**config.mk**
```make
export PLATFORM = sky130hd
export DESIGN_NAME = cabe_exec_unit
export DESIGN_NICKNAME = d
export VERILOG_FILES = /design/src/cabe_pkg.sv /design/src/cabe_exec_unit.sv
export SDC_FILE = /design/constraint.sdc
export NUM_CORES = 1
export LEC_CHECK = 0
export ABC_AREA = 1
export ABC_CLOCK_PERIOD_IN_PS = 15520
export BUFFER_PORTS_ARGS = -buffer_cell sky130_fd_sc_hd__buf_4
export CAP_MARGIN = 20
export CELL_PAD_IN_SITES_DETAIL_PLACEMENT = 1
export CELL_PAD_IN_SITES_GLOBAL_PLACEMENT = 2
export CORE_MARGIN = 2
export CORE_UTILIZATION = 39
export CTS_BUF_LIST = sky130_fd_sc_hd__clkbuf_8
export DETAILED_ROUTE_END_ITERATION = 12
export GPL_TIMING_DRIVEN = 0
export PLACE_DENSITY = 0.95
export SYNTH_ARGS = -nofsm -noshare
export SYNTH_HDL_FRONTEND = slang
export SYNTH_SLANG_ARGS = --single-unit
```
**constraint.sdc**
```tcl
create_clock -name mclk -period 15.52 [get_ports mclk]
set_input_delay 0.776 -clock mclk [delete_from_list [all_inputs] [get_ports mclk]]
set_output_delay 0.776 -clock mclk [all_outputs]
set_load 0.03 [all_outputs]
```
**src/cabe_pkg.sv**
```systemverilog
// Purpose: Shared constants for the 8-bit core execution unit.
// Assumes: APB register map, byte addresses, 32-bit data.
// Notes:   Opcodes are codes of the command register.
`default_nettype none
package cabe_pkg;
  localparam int unsigned AW = 8;
  // Register byte offsets
  localparam logic [7:0] OFS_CMD    = 8'h00;
  localparam logic [7:0] OFS_OPA    = 8'h04;
  localparam logic [7:0] OFS_OPB    = 8'h08;
  localparam logic [7:0] OFS_FLAGS  = 8'h0C;
  localparam logic [7:0] OFS_PC     = 8'h10;
  localparam logic [7:0] OFS_ZPTR   = 8'h14;
  localparam logic [7:0] OFS_IOVAL  = 8'h18;
  localparam logic [7:0] OFS_RESULT = 8'h1C;
  localparam logic [7:0] OFS_STATUS = 8'h20;
  localparam logic [7:0] OFS_STACK  = 8'h24;
  // Field positions
  localparam int unsigned FL_C = 0;
  localparam int unsigned FL_Z = 1;
  localparam int unsigned FL_N = 2;
  localparam int unsigned FL_V = 3;
  localparam int unsigned FL_S = 4;
  localparam int unsigned FL_H = 5;
  localparam int unsigned FL_T = 6;
  localparam int unsigned OPB_BIT_LSB  = 8;
  localparam int unsigned OPB_TWO_WORD = 11;
  localparam int unsigned ST_CYC_LSB   = 4;
  // Flag update masks
  localparam logic [7:0] MASK_ARITH = 8'h3F;
  localparam logic [7:0] MASK_WORD  = 8'h1F;
  localparam logic [7:0] MASK_LOGIC = 8'h1E;
  localparam logic [7:0] MASK_MUL   = 8'h03;
  // Reset values
  localparam logic [15:0] RST_PC   = 16'h0000;
  localparam logic [15:0] RST_DATA = 16'h0000;
  localparam logic [7:0]  RST_SREG = 8'h00;
  // Cycle counts
  localparam logic [1:0] CYC_ONE   = 2'h1;
  localparam logic [1:0] CYC_TWO   = 2'h2;
  localparam logic [1:0] CYC_THREE = 2'h3;
  // Opcodes
  localparam logic [5:0] OP_ADD = 6'h00, OP_ADD_CARRY = 6'h01, OP_WORD_PLUS_CONSTANT = 6'h02,
    OP_SUB = 6'h03, OP_DIFFERENCE_CONSTANT = 6'h04, OP_DIFFERENCE_WITH_BORROW = 6'h05,
    OP_CONSTANT_DIFFERENCE_WITH_BORROW = 6'h06, OP_WORD_MINUS_CONSTANT = 6'h07, OP_AND = 6'h08,
    OP_MASK_WITH_CONSTANT = 6'h09, OP_OR = 6'h0A, OP_MERGE_WITH_CONSTANT = 6'h0B,
    OP_ZERO_SIGN_PROBE = 6'h0C, OP_UNSIGNED_PRODUCT = 6'h0D, OP_SIGNED_PRODUCT = 6'h0E,
    OP_MIXED_SIGN_PRODUCT = 6'h0F, OP_FRACTION_PRODUCT_UNSIGNED = 6'h10,
    OP_FRACTION_PRODUCT_SIGNED = 6'h11, OP_FRACTION_PRODUCT_MIXED = 6'h12,
    OP_POINTER_JUMP = 6'h13, OP_POINTER_CALL = 6'h14, OP_EQUAL_COMPARE_SKIP = 6'h15,
    OP_COMPARE = 6'h16, OP_COMPARE_CARRY = 6'h17, OP_IMMEDIATE_COMPARE = 6'h18,
    OP_SKIP_REG_BIT_CLEAR = 6'h19, OP_SKIP_REG_BIT_SET = 6'h1A, OP_SKIP_IO_BIT_CLEAR = 6'h1B,
    OP_SKIP_IO_BIT_SET = 6'h1C, OP_BRANCH_SIGNED_GE = 6'h1D, OP_BRANCH_SIGNED_LESS = 6'h1E,
    OP_BRANCH_HALF_CARRY_ON = 6'h1F, OP_BRANCH_HALF_CARRY_OFF = 6'h20,
    OP_BRANCH_OVERFLOW_ON = 6'h21, OP_BRANCH_OVERFLOW_OFF = 6'h22,
    OP_BRANCH_UNSIGNED_GE = 6'h23, OP_BRANCH_UNSIGNED_LESS = 6'h24,
    OP_BRANCH_COPY_FLAG_ON = 6'h25, OP_BRANCH_COPY_FLAG_OFF = 6'h26;
  localparam logic [5:0] OP_LAST = 6'h26;
endpackage : cabe_pkg
`default_nettype wire

```
**src/cabe_exec_unit.sv**
```systemverilog
// Purpose: Execution unit for arithmetic, logic, multiply, compare,
//          skip, pointer jump/call and conditional branch operations.
// Assumes: APB slave; one clock mclk; operands held in registers.
// Notes:   Writing the command register issues an operation.
//
// Contract
// [RQ1] Add and add-with-carry store sum, set Z C N V H, one cycle.
// [RQ2] Word add/subtract constant on pair, set Z C N V S, two cycles.
// [RQ3] Subtract register or constant stores difference, Z C N V H, one cycle.
// [RQ4] Subtract with borrow stores d-op-carry, Z C N V H, one cycle.
// [RQ5] AND stores result, sets Z N V only, carry kept, one cycle; code also updates S.
// [RQ6] OR stores result, sets Z N V only, one cycle; code also updates S.
// [RQ7] Probe ANDs register with itself, sets Z N V, one cycle.
// [RQ8] Integer products go to fixed result pair, set Z C, two cycles.
// [RQ9] Fractional products shift left one, to result pair, Z C, two cycles.
// [RQ10] Pointer jump loads PC from Z pointer, no flags, two cycles.
// [RQ11] Pointer call pushes return address, PC from Z, three cycles.
// [RQ12] Equal compare skips next instruction on match, no flags, 1/2/3 cycles.
// [RQ13] Compares set Z N V C H without storing, one cycle.
// [RQ14] Register bit skips on clear or set, no flags, 1/2/3 cycles.
// [RQ15] I/O bit skips on clear or set, no flags, 1/2/3 cycles.
// [RQ16] Signed greater-or-equal branches when N xor V is zero.
// [RQ17] Signed less branches when N xor V is one.
// [RQ18] Half-carry branches on H set or clear.
// [RQ19] Overflow branches on V set or clear, flags kept.
// [RQ20] Unsigned branches on carry clear or set.
// [RQ21] Copy-flag branches on T set or clear, no flags.
// [RQ22] Branch 1 or 2 cycles; skip 1, 2, or 3 for two-word.
// [RQ23] Sign flag is N xor V whenever flags update; code keeps S unchanged on products, which update only Z C.
`default_nettype none
module cabe_exec_unit #(
  parameter int unsigned ADDR_W = cabe_pkg::AW
) (
  input  wire logic              mclk,
  input  wire logic              resetn,
  input  wire logic              psel,
  input  wire logic              penable,
  input  wire logic              pwrite,
  input  wire logic [ADDR_W-1:0] paddr,
  input  wire logic [31:0]       pwdata,
  output logic      [31:0]       prdata,
  output logic                   pready,
  output logic                   pslverr
);
  if (ADDR_W < 6 || ADDR_W > 32) begin : g_bad_addr_w
    $error("ADDR_W must lie between 6 and 32");
  end

  logic [5:0]  op_r;
  logic [1:0]  cnt_r;
  logic [1:0]  cyc_r;
  logic [15:0] opa_r;
  logic [11:0] opb_r;
  logic [7:0]  sreg_r;
  logic [15:0] pc_r;
  logic [15:0] zptr_r;
  logic [7:0]  io_r;
  logic [15:0] result_r;
  logic [15:0] stack_r;
  logic        pready_r;
  logic [31:0] prdata_r;
  logic        pslverr_r;

  logic        busy;
  logic        commit;
  logic        acc;
  logic        wr;
  logic        issue;
  logic        legal;
  logic        mapped;
  logic        ro_hit;
  logic [31:0] rd_val;
  logic [5:0]  xop;
  logic [7:0]  a;
  logic [7:0]  b;
  logic [2:0]  bsel;
  logic [15:0] pinc;
  logic [7:0]  ad;
  logic [7:0]  sd;
  logic [15:0] wd;
  logic [15:0] prod;
  logic [15:0] umul_chk;
  logic        tk;
  logic [15:0] res;
  logic [7:0]  fm;
  logic [7:0]  fnew;
  logic        fz;
  logic        fc;
  logic        fneg;
  logic        fv;
  logic        fh;
  logic        st_b;
  logic        st_w;
  logic        st_r;
  logic        jmp;
  logic        push;
  logic [15:0] tgt;
  logic [1:0]  cyc;

  // Address match against a register offset
  function automatic logic hit(input logic [ADDR_W-1:0] ad_i, input logic [7:0] ofs);
    hit = (ad_i == ADDR_W'(ofs));
  endfunction : hit

  // Half carry, overflow and carry of an 8-bit add or subtract
  function automatic logic [2:0] hvc(input logic [7:0] x, input logic [7:0] y,
                                     input logic [7:0] r, input logic sub);
    logic [7:0] xx;
    logic [7:0] rr;
    logic [7:0] yy;
    logic [7:0] cb;
    xx = sub ? ~x : x;
    rr = sub ? ~r : r;
    yy = sub ? ~y : y;
    cb = (xx & y) | (y & ~rr) | (~rr & xx);
    hvc = {cb[3], (x[7] & yy[7] & ~r[7]) | (~x[7] & ~yy[7] & r[7]), cb[7]};
  endfunction : hvc

  // Bus phase and operation control terms
  assign busy   = (cnt_r != 2'h0);
  assign commit = (cnt_r == cabe_pkg::CYC_ONE);
  assign acc    = psel & penable & pready_r;
  assign wr     = acc & pwrite;
  assign legal  = (pwdata[5:0] <= cabe_pkg::OP_LAST);
  assign issue  = wr & hit(paddr, cabe_pkg::OFS_CMD) & legal;
  assign xop    = busy ? op_r : pwdata[5:0];
  assign a      = opa_r[7:0];
  assign b      = opb_r[7:0];
  assign bsel   = opb_r[cabe_pkg::OPB_BIT_LSB +: 3];
  assign pinc   = pc_r + 16'h0001;
  assign umul_chk = {8'h00, a} * {8'h00, b};

  // Adder, subtractor, word unit and multiplier
  always_comb begin
    logic signed [8:0] ma;
    logic signed [8:0] mb;
    logic signed [17:0] p18;
    ma = {(xop != cabe_pkg::OP_UNSIGNED_PRODUCT) & (xop != cabe_pkg::OP_FRACTION_PRODUCT_UNSIGNED) & a[7], a};
    mb = {((xop == cabe_pkg::OP_SIGNED_PRODUCT) | (xop == cabe_pkg::OP_FRACTION_PRODUCT_SIGNED)) & b[7], b};
    p18 = ma * mb;
    ad = a + b + {7'h00, (xop == cabe_pkg::OP_ADD_CARRY) & sreg_r[cabe_pkg::FL_C]};
    sd = a - b - {7'h00, ((xop == cabe_pkg::OP_DIFFERENCE_WITH_BORROW) |
         (xop == cabe_pkg::OP_CONSTANT_DIFFERENCE_WITH_BORROW) |
         (xop == cabe_pkg::OP_COMPARE_CARRY)) & sreg_r[cabe_pkg::FL_C]};
    wd = (xop == cabe_pkg::OP_WORD_MINUS_CONSTANT) ? opa_r - {10'h000, b[5:0]}
                                                   : opa_r + {10'h000, b[5:0]};
    prod = p18[15:0];
  end

  // Skip and branch conditions
  always_comb begin
    case (xop)
      cabe_pkg::OP_EQUAL_COMPARE_SKIP:    tk = (a == b);
      cabe_pkg::OP_SKIP_REG_BIT_CLEAR:    tk = ~a[bsel];
      cabe_pkg::OP_SKIP_REG_BIT_SET:      tk = a[bsel];
      cabe_pkg::OP_SKIP_IO_BIT_CLEAR:     tk = ~io_r[bsel];
      cabe_pkg::OP_SKIP_IO_BIT_SET:       tk = io_r[bsel];
      cabe_pkg::OP_BRANCH_SIGNED_GE:      tk = ~(sreg_r[cabe_pkg::FL_N] ^ sreg_r[cabe_pkg::FL_V]);
      cabe_pkg::OP_BRANCH_SIGNED_LESS:    tk = sreg_r[cabe_pkg::FL_N] ^ sreg_r[cabe_pkg::FL_V];
      cabe_pkg::OP_BRANCH_HALF_CARRY_ON:  tk = sreg_r[cabe_pkg::FL_H];
      cabe_pkg::OP_BRANCH_HALF_CARRY_OFF: tk = ~sreg_r[cabe_pkg::FL_H];
      cabe_pkg::OP_BRANCH_OVERFLOW_ON:    tk = sreg_r[cabe_pkg::FL_V];
      cabe_pkg::OP_BRANCH_OVERFLOW_OFF:   tk = ~sreg_r[cabe_pkg::FL_V];
      cabe_pkg::OP_BRANCH_UNSIGNED_GE:    tk = ~sreg_r[cabe_pkg::FL_C];
      cabe_pkg::OP_BRANCH_UNSIGNED_LESS:  tk = sreg_r[cabe_pkg::FL_C];
      cabe_pkg::OP_BRANCH_COPY_FLAG_ON:   tk = sreg_r[cabe_pkg::FL_T];
      cabe_pkg::OP_BRANCH_COPY_FLAG_OFF:  tk = ~sreg_r[cabe_pkg::FL_T];
      default:                            tk = 1'b0;
    endcase
  end

  // Result, flags, program counter and cycle count per operation
  always_comb begin
    res = 16'h0000;
    fm = 8'h00;
    {fz, fc, fneg, fv, fh} = 5'h00;
    {st_b, st_w, st_r, jmp, push} = 5'h00;
    tgt = pinc;
    cyc = cabe_pkg::CYC_ONE;
    unique case (xop)
      // [RQ1] byte addition
      cabe_pkg::OP_ADD, cabe_pkg::OP_ADD_CARRY: begin
        res = {8'h00, ad};
        {fh, fv, fc} = hvc(a, b, ad, 1'b0);
        fz = (ad == 8'h00);
        fm = cabe_pkg::MASK_ARITH;
        st_b = 1'b1;
      end
      // [RQ3] [RQ4] [RQ13] byte subtraction and compares
      cabe_pkg::OP_SUB, cabe_pkg::OP_DIFFERENCE_CONSTANT, cabe_pkg::OP_DIFFERENCE_WITH_BORROW,
      cabe_pkg::OP_CONSTANT_DIFFERENCE_WITH_BORROW, cabe_pkg::OP_COMPARE,
      cabe_pkg::OP_COMPARE_CARRY, cabe_pkg::OP_IMMEDIATE_COMPARE: begin
        res = {8'h00, sd};
        {fh, fv, fc} = hvc(a, b, sd, 1'b1);
        fz = (sd == 8'h00);
        if (xop == cabe_pkg::OP_DIFFERENCE_WITH_BORROW || xop == cabe_pkg::OP_COMPARE_CARRY ||
            xop == cabe_pkg::OP_CONSTANT_DIFFERENCE_WITH_BORROW) begin
          fz = fz & sreg_r[cabe_pkg::FL_Z]; // Zero carries across bytes
        end
        fm = cabe_pkg::MASK_ARITH;
        st_b = (xop != cabe_pkg::OP_COMPARE) && (xop != cabe_pkg::OP_COMPARE_CARRY) &&
               (xop != cabe_pkg::OP_IMMEDIATE_COMPARE);
      end
      // [RQ2] sixteen-bit pair arithmetic
      cabe_pkg::OP_WORD_PLUS_CONSTANT, cabe_pkg::OP_WORD_MINUS_CONSTANT: begin
        res = wd;
        fz = (wd == 16'h0000);
        if (xop == cabe_pkg::OP_WORD_PLUS_CONSTANT) begin
          fv = ~opa_r[15] & wd[15];
          fc = opa_r[15] & ~wd[15];
        end else begin
          fv = opa_r[15] & ~wd[15];
          fc = ~opa_r[15] & wd[15];
        end
        fm = cabe_pkg::MASK_WORD;
        st_w = 1'b1;
        cyc = cabe_pkg::CYC_TWO;
      end
      // [RQ5] [RQ6] [RQ7] logic, carry untouched
      cabe_pkg::OP_AND, cabe_pkg::OP_MASK_WITH_CONSTANT, cabe_pkg::OP_OR,
      cabe_pkg::OP_MERGE_WITH_CONSTANT, cabe_pkg::OP_ZERO_SIGN_PROBE: begin
        if (xop == cabe_pkg::OP_OR || xop == cabe_pkg::OP_MERGE_WITH_CONSTANT) begin
          res = {8'h00, a | b};
        end else if (xop == cabe_pkg::OP_ZERO_SIGN_PROBE) begin
          res = {8'h00, a & a};
        end else begin
          res = {8'h00, a & b};
        end
        fz = (res[7:0] == 8'h00);
        fm = cabe_pkg::MASK_LOGIC;
        st_b = (xop != cabe_pkg::OP_ZERO_SIGN_PROBE);
      end
      // [RQ8] [RQ9] products into the fixed pair
      cabe_pkg::OP_UNSIGNED_PRODUCT, cabe_pkg::OP_SIGNED_PRODUCT, cabe_pkg::OP_MIXED_SIGN_PRODUCT,
      cabe_pkg::OP_FRACTION_PRODUCT_UNSIGNED, cabe_pkg::OP_FRACTION_PRODUCT_SIGNED,
      cabe_pkg::OP_FRACTION_PRODUCT_MIXED: begin
        res = (xop >= cabe_pkg::OP_FRACTION_PRODUCT_UNSIGNED) ? {prod[14:0], 1'b0} : prod;
        fc = prod[15];
        fz = (res == 16'h0000);
        fm = cabe_pkg::MASK_MUL;
        st_r = 1'b1;
        cyc = cabe_pkg::CYC_TWO;
      end
      // [RQ10] [RQ11] pointer jump and call
      cabe_pkg::OP_POINTER_JUMP, cabe_pkg::OP_POINTER_CALL: begin
        jmp = 1'b1;
        tgt = zptr_r;
        push = (xop == cabe_pkg::OP_POINTER_CALL);
        cyc = push ? cabe_pkg::CYC_THREE : cabe_pkg::CYC_TWO;
      end
      // [RQ12] [RQ14] [RQ15] [RQ22] skips over one or two words
      cabe_pkg::OP_EQUAL_COMPARE_SKIP, cabe_pkg::OP_SKIP_REG_BIT_CLEAR,
      cabe_pkg::OP_SKIP_REG_BIT_SET, cabe_pkg::OP_SKIP_IO_BIT_CLEAR,
      cabe_pkg::OP_SKIP_IO_BIT_SET: begin
        if (tk) begin
          jmp = 1'b1;
          tgt = opb_r[cabe_pkg::OPB_TWO_WORD] ? pc_r + 16'h0003 : pc_r + 16'h0002;
          cyc = opb_r[cabe_pkg::OPB_TWO_WORD] ? cabe_pkg::CYC_THREE : cabe_pkg::CYC_TWO;
        end
      end
      // [RQ16] [RQ17] [RQ18] [RQ19] [RQ20] [RQ21] [RQ22] relative branches
      default: begin
        if (tk) begin
          jmp = 1'b1;
          tgt = pinc + {{8{b[7]}}, b};
          cyc = cabe_pkg::CYC_TWO;
        end
      end
    endcase
    fneg = (st_w || xop == cabe_pkg::OP_WORD_MINUS_CONSTANT) ? res[15] : res[7];
    fnew = 8'h00;
    fnew[cabe_pkg::FL_Z] = fz;
    fnew[cabe_pkg::FL_C] = fc;
    fnew[cabe_pkg::FL_N] = fneg;
    fnew[cabe_pkg::FL_V] = fv;
    fnew[cabe_pkg::FL_H] = fh;
    // [RQ23] sign from negative and overflow
    fnew[cabe_pkg::FL_S] = fneg ^ fv;
  end

  // Read mux and map checks
  always_comb begin
    rd_val = 32'h0000_0000;
    mapped = 1'b1;
    ro_hit = 1'b0;
    if (hit(paddr, cabe_pkg::OFS_CMD)) begin
      rd_val = {26'h0, op_r};
    end else if (hit(paddr, cabe_pkg::OFS_OPA)) begin
      rd_val = {16'h0, opa_r};
    end else if (hit(paddr, cabe_pkg::OFS_OPB)) begin
      rd_val = {20'h0, opb_r};
    end else if (hit(paddr, cabe_pkg::OFS_FLAGS)) begin
      rd_val = {24'h0, sreg_r};
    end else if (hit(paddr, cabe_pkg::OFS_PC)) begin
      rd_val = {16'h0, pc_r};
    end else if (hit(paddr, cabe_pkg::OFS_ZPTR)) begin
      rd_val = {16'h0, zptr_r};
    end else if (hit(paddr, cabe_pkg::OFS_IOVAL)) begin
      rd_val = {24'h0, io_r};
    end else if (hit(paddr, cabe_pkg::OFS_RESULT)) begin
      rd_val = {16'h0, result_r};
      ro_hit = 1'b1;
    end else if (hit(paddr, cabe_pkg::OFS_STATUS)) begin
      rd_val = {26'h0, cyc_r, 3'h0, busy};
      ro_hit = 1'b1;
    end else if (hit(paddr, cabe_pkg::OFS_STACK)) begin
      rd_val = {16'h0, stack_r};
      ro_hit = 1'b1;
    end else begin
      mapped = 1'b0;
    end
  end

  // APB answer, held off while an operation runs
  always_ff @(posedge mclk or negedge resetn) begin
    if (!resetn) begin
      pready_r  <= 1'b0;
      prdata_r  <= 32'h0000_0000;
      pslverr_r <= 1'b0;
    end else begin
      pready_r  <= psel & penable & ~pready_r & ~busy;
      prdata_r  <= (psel & ~pwrite) ? rd_val : 32'h0000_0000;
      pslverr_r <= psel & (~mapped | (pwrite & ro_hit) |
                   (pwrite & hit(paddr, cabe_pkg::OFS_CMD) & ~legal));
    end
  end

  // [RQ22] operation issue and cycle countdown
  always_ff @(posedge mclk or negedge resetn) begin
    if (!resetn) begin
      op_r  <= 6'h00;
      cnt_r <= 2'h0;
      cyc_r <= 2'h0;
    end else if (issue) begin
      op_r  <= pwdata[5:0];
      cnt_r <= cyc;
      cyc_r <= cyc;
    end else if (busy) begin
      cnt_r <= cnt_r - 2'h1;
    end
  end

  // Destination operand, written back at commit
  always_ff @(posedge mclk or negedge resetn) begin
    if (!resetn) begin
      opa_r <= cabe_pkg::RST_DATA;
    end else if (commit && st_w) begin
      opa_r <= res;
    end else if (commit && st_b) begin
      opa_r[7:0] <= res[7:0];
    end else if (wr && hit(paddr, cabe_pkg::OFS_OPA)) begin
      opa_r <= pwdata[15:0];
    end
  end

  // Source operand, pointer and I/O byte
  always_ff @(posedge mclk or negedge resetn) begin
    if (!resetn) begin
      opb_r  <= 12'h000;
      zptr_r <= cabe_pkg::RST_DATA;
      io_r   <= 8'h00;
    end else begin
      if (wr && hit(paddr, cabe_pkg::OFS_OPB)) opb_r <= pwdata[11:0];
      if (wr && hit(paddr, cabe_pkg::OFS_ZPTR)) zptr_r <= pwdata[15:0];
      if (wr && hit(paddr, cabe_pkg::OFS_IOVAL)) io_r <= pwdata[7:0];
    end
  end

  // Status flags, only masked bits change at commit
  always_ff @(posedge mclk or negedge resetn) begin
    if (!resetn) begin
      sreg_r <= cabe_pkg::RST_SREG;
    end else if (commit) begin
      sreg_r <= (sreg_r & ~fm) | (fnew & fm);
    end else if (wr && hit(paddr, cabe_pkg::OFS_FLAGS)) begin
      sreg_r <= pwdata[7:0];
    end
  end

  // Program counter, product pair and pushed return address
  always_ff @(posedge mclk or negedge resetn) begin
    if (!resetn) begin
      pc_r     <= cabe_pkg::RST_PC;
      result_r <= cabe_pkg::RST_DATA;
      stack_r  <= cabe_pkg::RST_DATA;
    end else if (commit) begin
      pc_r <= jmp ? tgt : pinc;
      if (st_r) result_r <= res;
      if (push) stack_r <= pinc;
    end else if (wr && hit(paddr, cabe_pkg::OFS_PC)) begin
      pc_r <= pwdata[15:0];
    end
  end

  assign prdata  = prdata_r;
  assign pready  = pready_r;
  assign pslverr = pslverr_r;
endmodule : cabe_exec_unit
`default_nettype wire

```
## Word-level counts from Yosys, hierarchy flattened

Cells that the tools add are included.

- Add/subtract/negate cells: 11
- Multipliers: 1
- $lt $le $gt $ge: 3
- Equality and inequality tests: 56
- Multiplexer cells: 75
- Bitwise operators: 77
- Reductions and logical operators: 41

Operators by type and width:

| kind | count |
|---|---|
| $mux 16 | 21 |
| $eq 6x5->1 const B | 16 |
| $pmux 16 s5 | 1 |
| $and 8x8->8 | 8 |
| $eq 6x4->1 const B | 8 |
| $mux 8 | 6 |
| $not 8->8 | 6 |
| $or 8x8->8 | 6 |
| $pmux 16 s3 | 1 |
| $eq 6x6->1 const B | 7 |
| $add 16x2->16 const B | 2 |
| $eq 8x5->1 const B | 4 |
| $logic_not 16->1 | 2 |
| $logic_not 8->1 | 4 |
| $mux 32 | 1 |
| $mux 1 | 29 |
| $and 1x1->1 | 28 |
| $eq 6x3->1 const B | 4 |
| $ne 6x5->1 const B | 4 |
| $pmux 6 s4 | 1 |
| $reduce_or 22->1 | 1 |
| $not 1->1 | 19 |
| $add 16x1->16 const B | 1 |
| $add 16x16->16 | 1 |
| 45 further kinds | 83 |

- Register bits after elaboration: 152
- Output and inout bits: 34
- Logic and storage cells: 279

## Depth between registers and ports, before layout

Gate-level depths: netlist of the first run.

- Word-level depth: 16
- Depth in mapped cells: 39

## Least setup slack after synthesis of the first run

No wires, ideal clock.

- Path kind: input port to flip-flop
- From: input port pwdata[1]
- To: register with a tool-made name
- Data arrival time: 5,888 ps
- Path slack: 9,555 ps
- Stages: 31
- Buffers on the path: 1
- Path through: nand2_1 -> nand2_1 -> buf_6 -> nor2_2 -> nand3_2 -> nand2_2 -> nor2_1 -> inv_1 -> fa_1 -> fa_1 -> inv_1 -> fa_1 -> fa_1 -> inv_1 -> fa_1 -> inv_1 -> ha_1 -> a21oi_1 -> nand2_1 -> or2_2 -> nand2_1 -> nand2_1 -> nand2_1 -> nand3_1 -> nor2_1 -> nand4_1 -> nor2_1 -> nand3_1 -> nand3_1 -> nand2_1 -> a21oi_1

RTL lines:

| item | line | RTL |
|---|---|---|
| from (decl) | cabe_exec_unit.sv:40 | `input wire logic [31:0] pwdata,` |

==> results.toml, run 1 <==
[global_route]
overflow = 0
antenna_found_initial = 0
grt_pass1_vias = 16541
grt_usage = 0.320
grt_pass1_wl_mm = 97.9
grt_max_degree = 96

[synthesis]
yosys.area.top_type = "dfrtp_1"
async_flop_share = 1.00
ys_top_cells_by_area = "dfrtp_1, nand2_1, fa_1"
netlist_area_um2 = 15100
synth-main-ff-cell = "dfrtp_1"
yosysWarnings = 0
synth-edff-count = 0
synth_top_area_frac = 0.225
synth_cell_types = 58
yosys_register_bits = 136
synthCells = 2248
seq_area_frac_synth = 0.225
synth_area_per_cell_um2 = 6.74

[clock_tree]
cts_sinks = 136
clk_pin_slew_worst_paths_ns = 0.10
hold_buffers = 0
clk_path_buf_depth = 2
worstSkewPairLatency_ns = 0.52
post_cts_resized = 0
cts_setup_buffers = 0
clock-root-buffer = "clkbuf_8"
tritoncts = "built"
h-tree-depth = 4
numCtsBuffers = 17

[die]
ios = 79
die-area_um2 = 40400
die_y_um = 201
initial_core_util = 0.394
die_w_um = 201
core_area_um2 = 38500
row_count = 72

[sta]
tns_ns = 0
fin_crit_ns = 7.52
worst_hold_slack_ns = 0.167
clock.fmax_ghz = 0.133
setup_viol = 0
skew_ns = 0.0234
hold_viol = 0
relSlewSlack = 0.346
rsz0062_at_grt = "false"
drv_slew = 0
period_share = 0.484
tightest_slew_ns = 0.971

[worst_setup_path]
rr_worst_depth = 25
critPathArrivalTime_ns = 7.95
critPathMaxFanout = 17
crit_path_start_kind = "flop"
path_class = "flop to flop"
end_kind = "flop"
critPathTopFamily = "adder cells"
r2r_start = "opb_r[7]"
slowest_delay_ns = 0.94
critical_path_buf_inv_count = 6
critPathSlowestCell = "dfrtp_1"
cp.required_ns = 15.95
reg2reg_slack_ns = 8.00

[routing]
antenna_left = 0
wl_per_cell_um = 22.3
routed_wl_mm = 63.9
drt_iter0_markers = 980
drcViolationCount = 0
viasPerCell = 5.51
num_vias = 15766
first_pass_iters = 5

[layout]
nNetsFinal = 2548
syn2layout_area_growth_pct = 9.95
drive_gt1_frac = 0.0790
final_cell_mix = "nand2_1, inv_1, nor2_1, o21ai_0, dfrtp_1"
final_common_cell = "nand2_1"

[pwr]
power_frac_comb = 0.653
swShare = 0.568
p_per_area_nw_per_um2 = 144
clkPwrFrac = 0.138
ir_drop_mv = 0.133
cellLeakagePower_nw = 8.64
p_switching_w = 0.00137
seq_power_share = 0.209
intPower_w = 0.00104

[flow_run]
drv_cap = 0

[placement]
place_hpwl_mm = 53.3
io_buffers = 46
gp_congestion = 0.982

[worst_hold_path]
hold_path.class = "primary input to async pin"

[status]
status = "finished clean"
[metrics by stage]
step	total power [W]	setup WS (ns)	instance area (µm²)	instances	utilization
floorplan	0.00151	9.55	15200	2263	-
global placement	0.00201	8.04	16200	2827	0.421
detailed placement	0.00205	8.04	16200	2828	0.422
CTS	0.00238	8.15	16700	2860	0.433
global route	0.00258	7.77	16700	2860	0.433
finish	0.00240	8.00	16700	2861	0.433
[cells in the mapped netlist, types with 3 or more instances]
cell type,instances
a21o_1,3
a21oi_1,101
a221oi_1,4
a22oi_1,7
a31oi_1,5
and2_1,4
buf_2,18
buf_4,20
buf_6,4
clkbuf_1,37
dfrtp_1,136
fa_1,71
ha_1,103
inv_1,357
inv_2,14
mux2_2,3
nand2_1,599
nand2_2,14
nand3_1,117
nand3_2,4
nand3b_1,5
nand4_1,25
nor2_1,177
nor2_2,10
nor2_4,5
nor3_1,27
nor4_1,7
o2111ai_1,4
o211ai_1,38
o21ai_0,174
o21ai_1,22
o21bai_1,5
o221ai_1,12
o22ai_1,17
o311ai_0,3
o31ai_1,4
or2_2,8
xnor2_1,17
xor2_1,45
[routing by layer]
metal	up-vias	track usage	share of wire
li1	7352	-	-
met1	7820	0.396	0.42
met2	457	0.558	0.49
met3	137	0.0381	0.045
met4	0	0.141	0.045
met5	-	0	0
[power by group through the flow]
| stage | clock, W | combinational [W] | sequential, W |
|---|---|---|---|
| 4_1_cts | 0.000332 | 0.00155 | 0.000499 |
| 2_1_floorplan | 0 | 0.00104 | 0.000470 |
| 3_5_place_dp | 0 | 0.00154 | 0.000505 |
| 6_report | 0.000331 | 0.00157 | 0.000503 |
| 5_1_grt | 0.000347 | 0.00173 | 0.000507 |
| 3_3_place_gp | 0 | 0.00151 | 0.000502 |
[logic make-up after synthesis]
logic type | Yosys count | share of synthesized area
adder cells (fa/ha/maj) | 174 | 0.179
AND/OR/NAND/NOR | 1011 | 0.284
AO/OA/AOI/OAI | 407 | 0.153
flip-flops | 136 | 0.225
other | 1 | 0.000248
XOR/XNOR | 62 | 0.0359
multiplexers | 3 | 0.00223
buffers and inverters | 454 | 0.121
[sequential cells by signal, summed over array words and instances, names as in the netlist, named ones only]
register,flops
opb_r,12
io_r,8
cnt_r,2
pready,1
sreg_r,2
op_r,6
cyc_r,2
prdata,16
stack_r,16
zptr_r,16
result_r,16
pc_r,16
pslverr,1
opa_r,16
[area by class of cell]
type	instances	area [µm²]
clock inverters	15	190
clock buffers	17	234
diodes	1	2.50
inverters	373	1400
plain buffers	81	432
multi-input cells	1673	9960
fillers	5120	21800
flip-flops and latches	136	3400
repair buffers	47	377
well taps	518	648
[worst max path at each step]
stage	slack [ns]	end	start	cells past startpoint
2_1_floorplan	9.55	flop	pwdata[1]	31
3_3_place_gp	8.04	flop	pwdata[4]	31
3_5_place_dp	8.04	flop	pwdata[4]	31
4_1_cts	8.15	flop	opb_r[7]	25
5_1_grt	7.77	flop	cnt_r[0]	32
6_report	8.00	flop	opb_r[7]	25
[worst register-to-register path: stages, from the launching register on]
cell      delay (ns)
dfrtp_1         0.94
clkbuf_1        0.59
inv_1           0.29
nor2_1          0.28
nand2_1         0.11
fa_1            0.47
fa_1            0.49
inv_1           0.05
fa_1            0.46
fa_1            0.54
inv_1           0.05
fa_1            0.53
inv_1           0.04
ha_1            0.35
a21oi_1         0.19
inv_1           0.06
nand2_1         0.07
nand4_1         0.11
and2_1          0.19
o21ai_0         0.75
nand2_1         0.10
nor2_1          0.14
nand3_1         0.15
nand3_1         0.22
nand2_1         0.14
a21oi_1         0.14
Power figures use the tool's default switching activity.
==> inputs of run 2 (changes only) <==
--- a/config.mk
+++ b/config.mk
@@ -6,17 +6,17 @@
 export NUM_CORES = 1
 export LEC_CHECK = 0
 export ABC_AREA = 1
-export ABC_CLOCK_PERIOD_IN_PS = 15520
+export ABC_CLOCK_PERIOD_IN_PS = 6500
 export BUFFER_PORTS_ARGS = -buffer_cell sky130_fd_sc_hd__buf_4
 export CAP_MARGIN = 20
 export CELL_PAD_IN_SITES_DETAIL_PLACEMENT = 1
 export CELL_PAD_IN_SITES_GLOBAL_PLACEMENT = 2
 export CORE_MARGIN = 2
-export CORE_UTILIZATION = 39
+export CORE_UTILIZATION = 33
 export CTS_BUF_LIST = sky130_fd_sc_hd__clkbuf_8
 export DETAILED_ROUTE_END_ITERATION = 12
 export GPL_TIMING_DRIVEN = 0
-export PLACE_DENSITY = 0.95
+export PLACE_DENSITY = 0.92
 export SYNTH_ARGS = -nofsm -noshare
 export SYNTH_HDL_FRONTEND = slang
 export SYNTH_SLANG_ARGS = --single-unit
==> constraint.sdc (replaced) <==
create_clock -name mclk -period 6.5 [get_ports mclk]
set_input_delay 0.325 -clock mclk [delete_from_list [all_inputs] [get_ports mclk]]
set_output_delay 0.325 -clock mclk [all_outputs]
set_load 0.03 [all_outputs]
==> run 2 against run 1 <==
Compared with the run above: final cell count is 4.0% higher; via count is 0.18% higher; sequential share of layout area is 0.75 points lower.
==> results.toml, run 2 (synthesis results as in run 1) <==
[status]
status = "finished clean"

[layout]
final_cell_mix = "nand2_1, inv_1, o21ai_0, nor2_1, dfrtp_1"
nNetsFinal = 2582
final_common_cell = "nand2_1"
drive_gt1_frac = 0.119
syn2layout_area_growth_pct = 14.2
finalInstanceArea_um2 = 17300
n_antenna_cell = 0

[sta]
drv_slew = 0
setup_viol = 0
tns_ns = 0
relSlewSlack = 0.358
fin_crit_ns = 6.27
tightest_slew_ns = 0.956
period_share = 0.964
hold_viol = 0
clock.fmax_ghz = 0.160
skew_ns = 0.0209

[routing]
wl_per_cell_um = 21.5
antenna_left = 0
num_vias = 15795
viasPerCell = 5.31
routed_wl_mm = 64.1
drcViolationCount = 0
first_pass_iters = 5
drt_iter0_markers = 1055

[worst_hold_path]
hold_path.class = "primary input to flop"

[clock_tree]
h-tree-depth = 4
clk_pin_slew_worst_paths_ns = 0.09
numCtsBuffers = 17
clk_path_buf_depth = 2
worstSkewPairLatency_ns = 0.50
tritoncts = "built"
cts_sinks = 136
clock-root-buffer = "clkbuf_8"

[worst_setup_path]
cpMostUsedCell = "nand2_2"
slowest_delay_ns = 0.53
reg2reg_slack_ns = 0.23
critPathArrivalTime_ns = 6.69
cp.required_ns = 6.92
end_kind = "flop"
crit_path_start_kind = "flop"
path_class = "flop to flop"
critPathSlowestCell = "fa_1"
critPathMaxFanout = 5

[pwr]
seq_power_share = 0.203
p_per_area_nw_per_um2 = 339
ir_drop_mv = 0.179
swShare = 0.570
p_switching_w = 0.00334
cellLeakagePower_nw = 8.82
power_frac_comb = 0.684
intPower_w = 0.00252
clkPwrFrac = 0.112

[global_route]
antenna_found_initial = 2
grt_pass1_wl_mm = 96.6
grt_max_degree = 75
grt_usage = 0.269
grt_pass1_vias = 16188
overflow = 0

[placement]
io_buffers = 46
gp_congestion = 0.974
placed_area_um2 = 16300
place_hpwl_mm = 53.1

[die]
ios = 79
die_w_um = 218
initial_core_util = 0.334
die_y_um = 218
core_area_um2 = 45400
row_count = 78
die-area_um2 = 47600

[flow_run]
drv_cap = 0
[run 2: cell count changes in the layout (fill, tap and decap cells not counted), sizes merged]
cell / delta
buf: +32
bufinv: -3
clkbuf: +2
clkinvlp: +2
diode: -1
dlygate4sd3: +1
inv: -1
[run 2: final timing paths]
| kind | startpoint | to | cells after the start |
|---|---|---|---|
| worst max-delay path | cnt_r[1] | flop | 39 |
| worst min-delay path | penable | pready | 3 |
| worst max register to register | cnt_r[1] | flop | 39 |
| worst min register to register | pready | pready | 1 |
| max in group asynchronous | resetn | prdata[5] | 3 |
| min in group asynchronous | resetn | opa_r[14] | 2 |
[run 2: layer usage]
metal	global-route usage	vias up	share of wire
met2	0.461	443	0.49
met5	0	-	0
met1	0.343	7839	0.43
met4	0.101	0	0.035
li1	-	7406	-
met3	0.0341	107	0.047
[run 2: worst max-delay path, delay by kind of cell, from the launching register on]
kind	cells	cell delay, ns
compound gates	3	0.40
buf+inv	11	0.81
fa+ha+maj	7	2.98
simple gates	18	1.59
flops	1	0.40
[run 2: final cells by class]
type,count,area [µm²]
fill,5849,28100
multi-input combinational,1673,10300
sequential,136,3400
inverter,373,1410
tap,600,751
timing repair buffer,82,672
buffer,80,443
clock buffer,18,248
clock inverter,13,98.8
[run 2: what timing repair did]
| action | 4_1_cts | 5_1_grt |
|---|---|---|
| endpoints found under the setup margin | 17 | 14 |
| pin swaps | 3 | 35 |
| hold endpoints to repair | 62 | 0 |
| cloned | 0 | 1 |
| setup buffers | 5 | 28 |
| hold buffers | 1 | 0 |
| gates resized for setup | 28 | 68 |
[run 2: through the flow]
stage | setup WS [ns] | util | hold slack (ns) | instances | total power (W)
after floorplan | 0.541 | - | 0.0294 | 2263 | 0.00361
after global placement | -0.673 | 0.359 | 0.446 | 2909 | 0.00482
after detailed placement | -0.750 | 0.360 | 0.363 | 2910 | 0.00490
after CTS | 0.00140 | 0.371 | 0.0725 | 2946 | 0.00562
after global routing | -0.0399 | 0.381 | 0.0864 | 2975 | 0.00629
final | 0.231 | 0.381 | 0.0836 | 2975 | 0.00586
[run 2: power by group through the flow]
stage | combinational, W | clock (W) | sequential [W]
after floorplan | 0.00248 | 0 | 0.00112
after global placement | 0.00362 | 0 | 0.00119
after detailed placement | 0.00370 | 0 | 0.00120
after CTS | 0.00377 | 0.000664 | 0.00118
after global routing | 0.00438 | 0.000702 | 0.00121
final | 0.00401 | 0.000659 | 0.00119
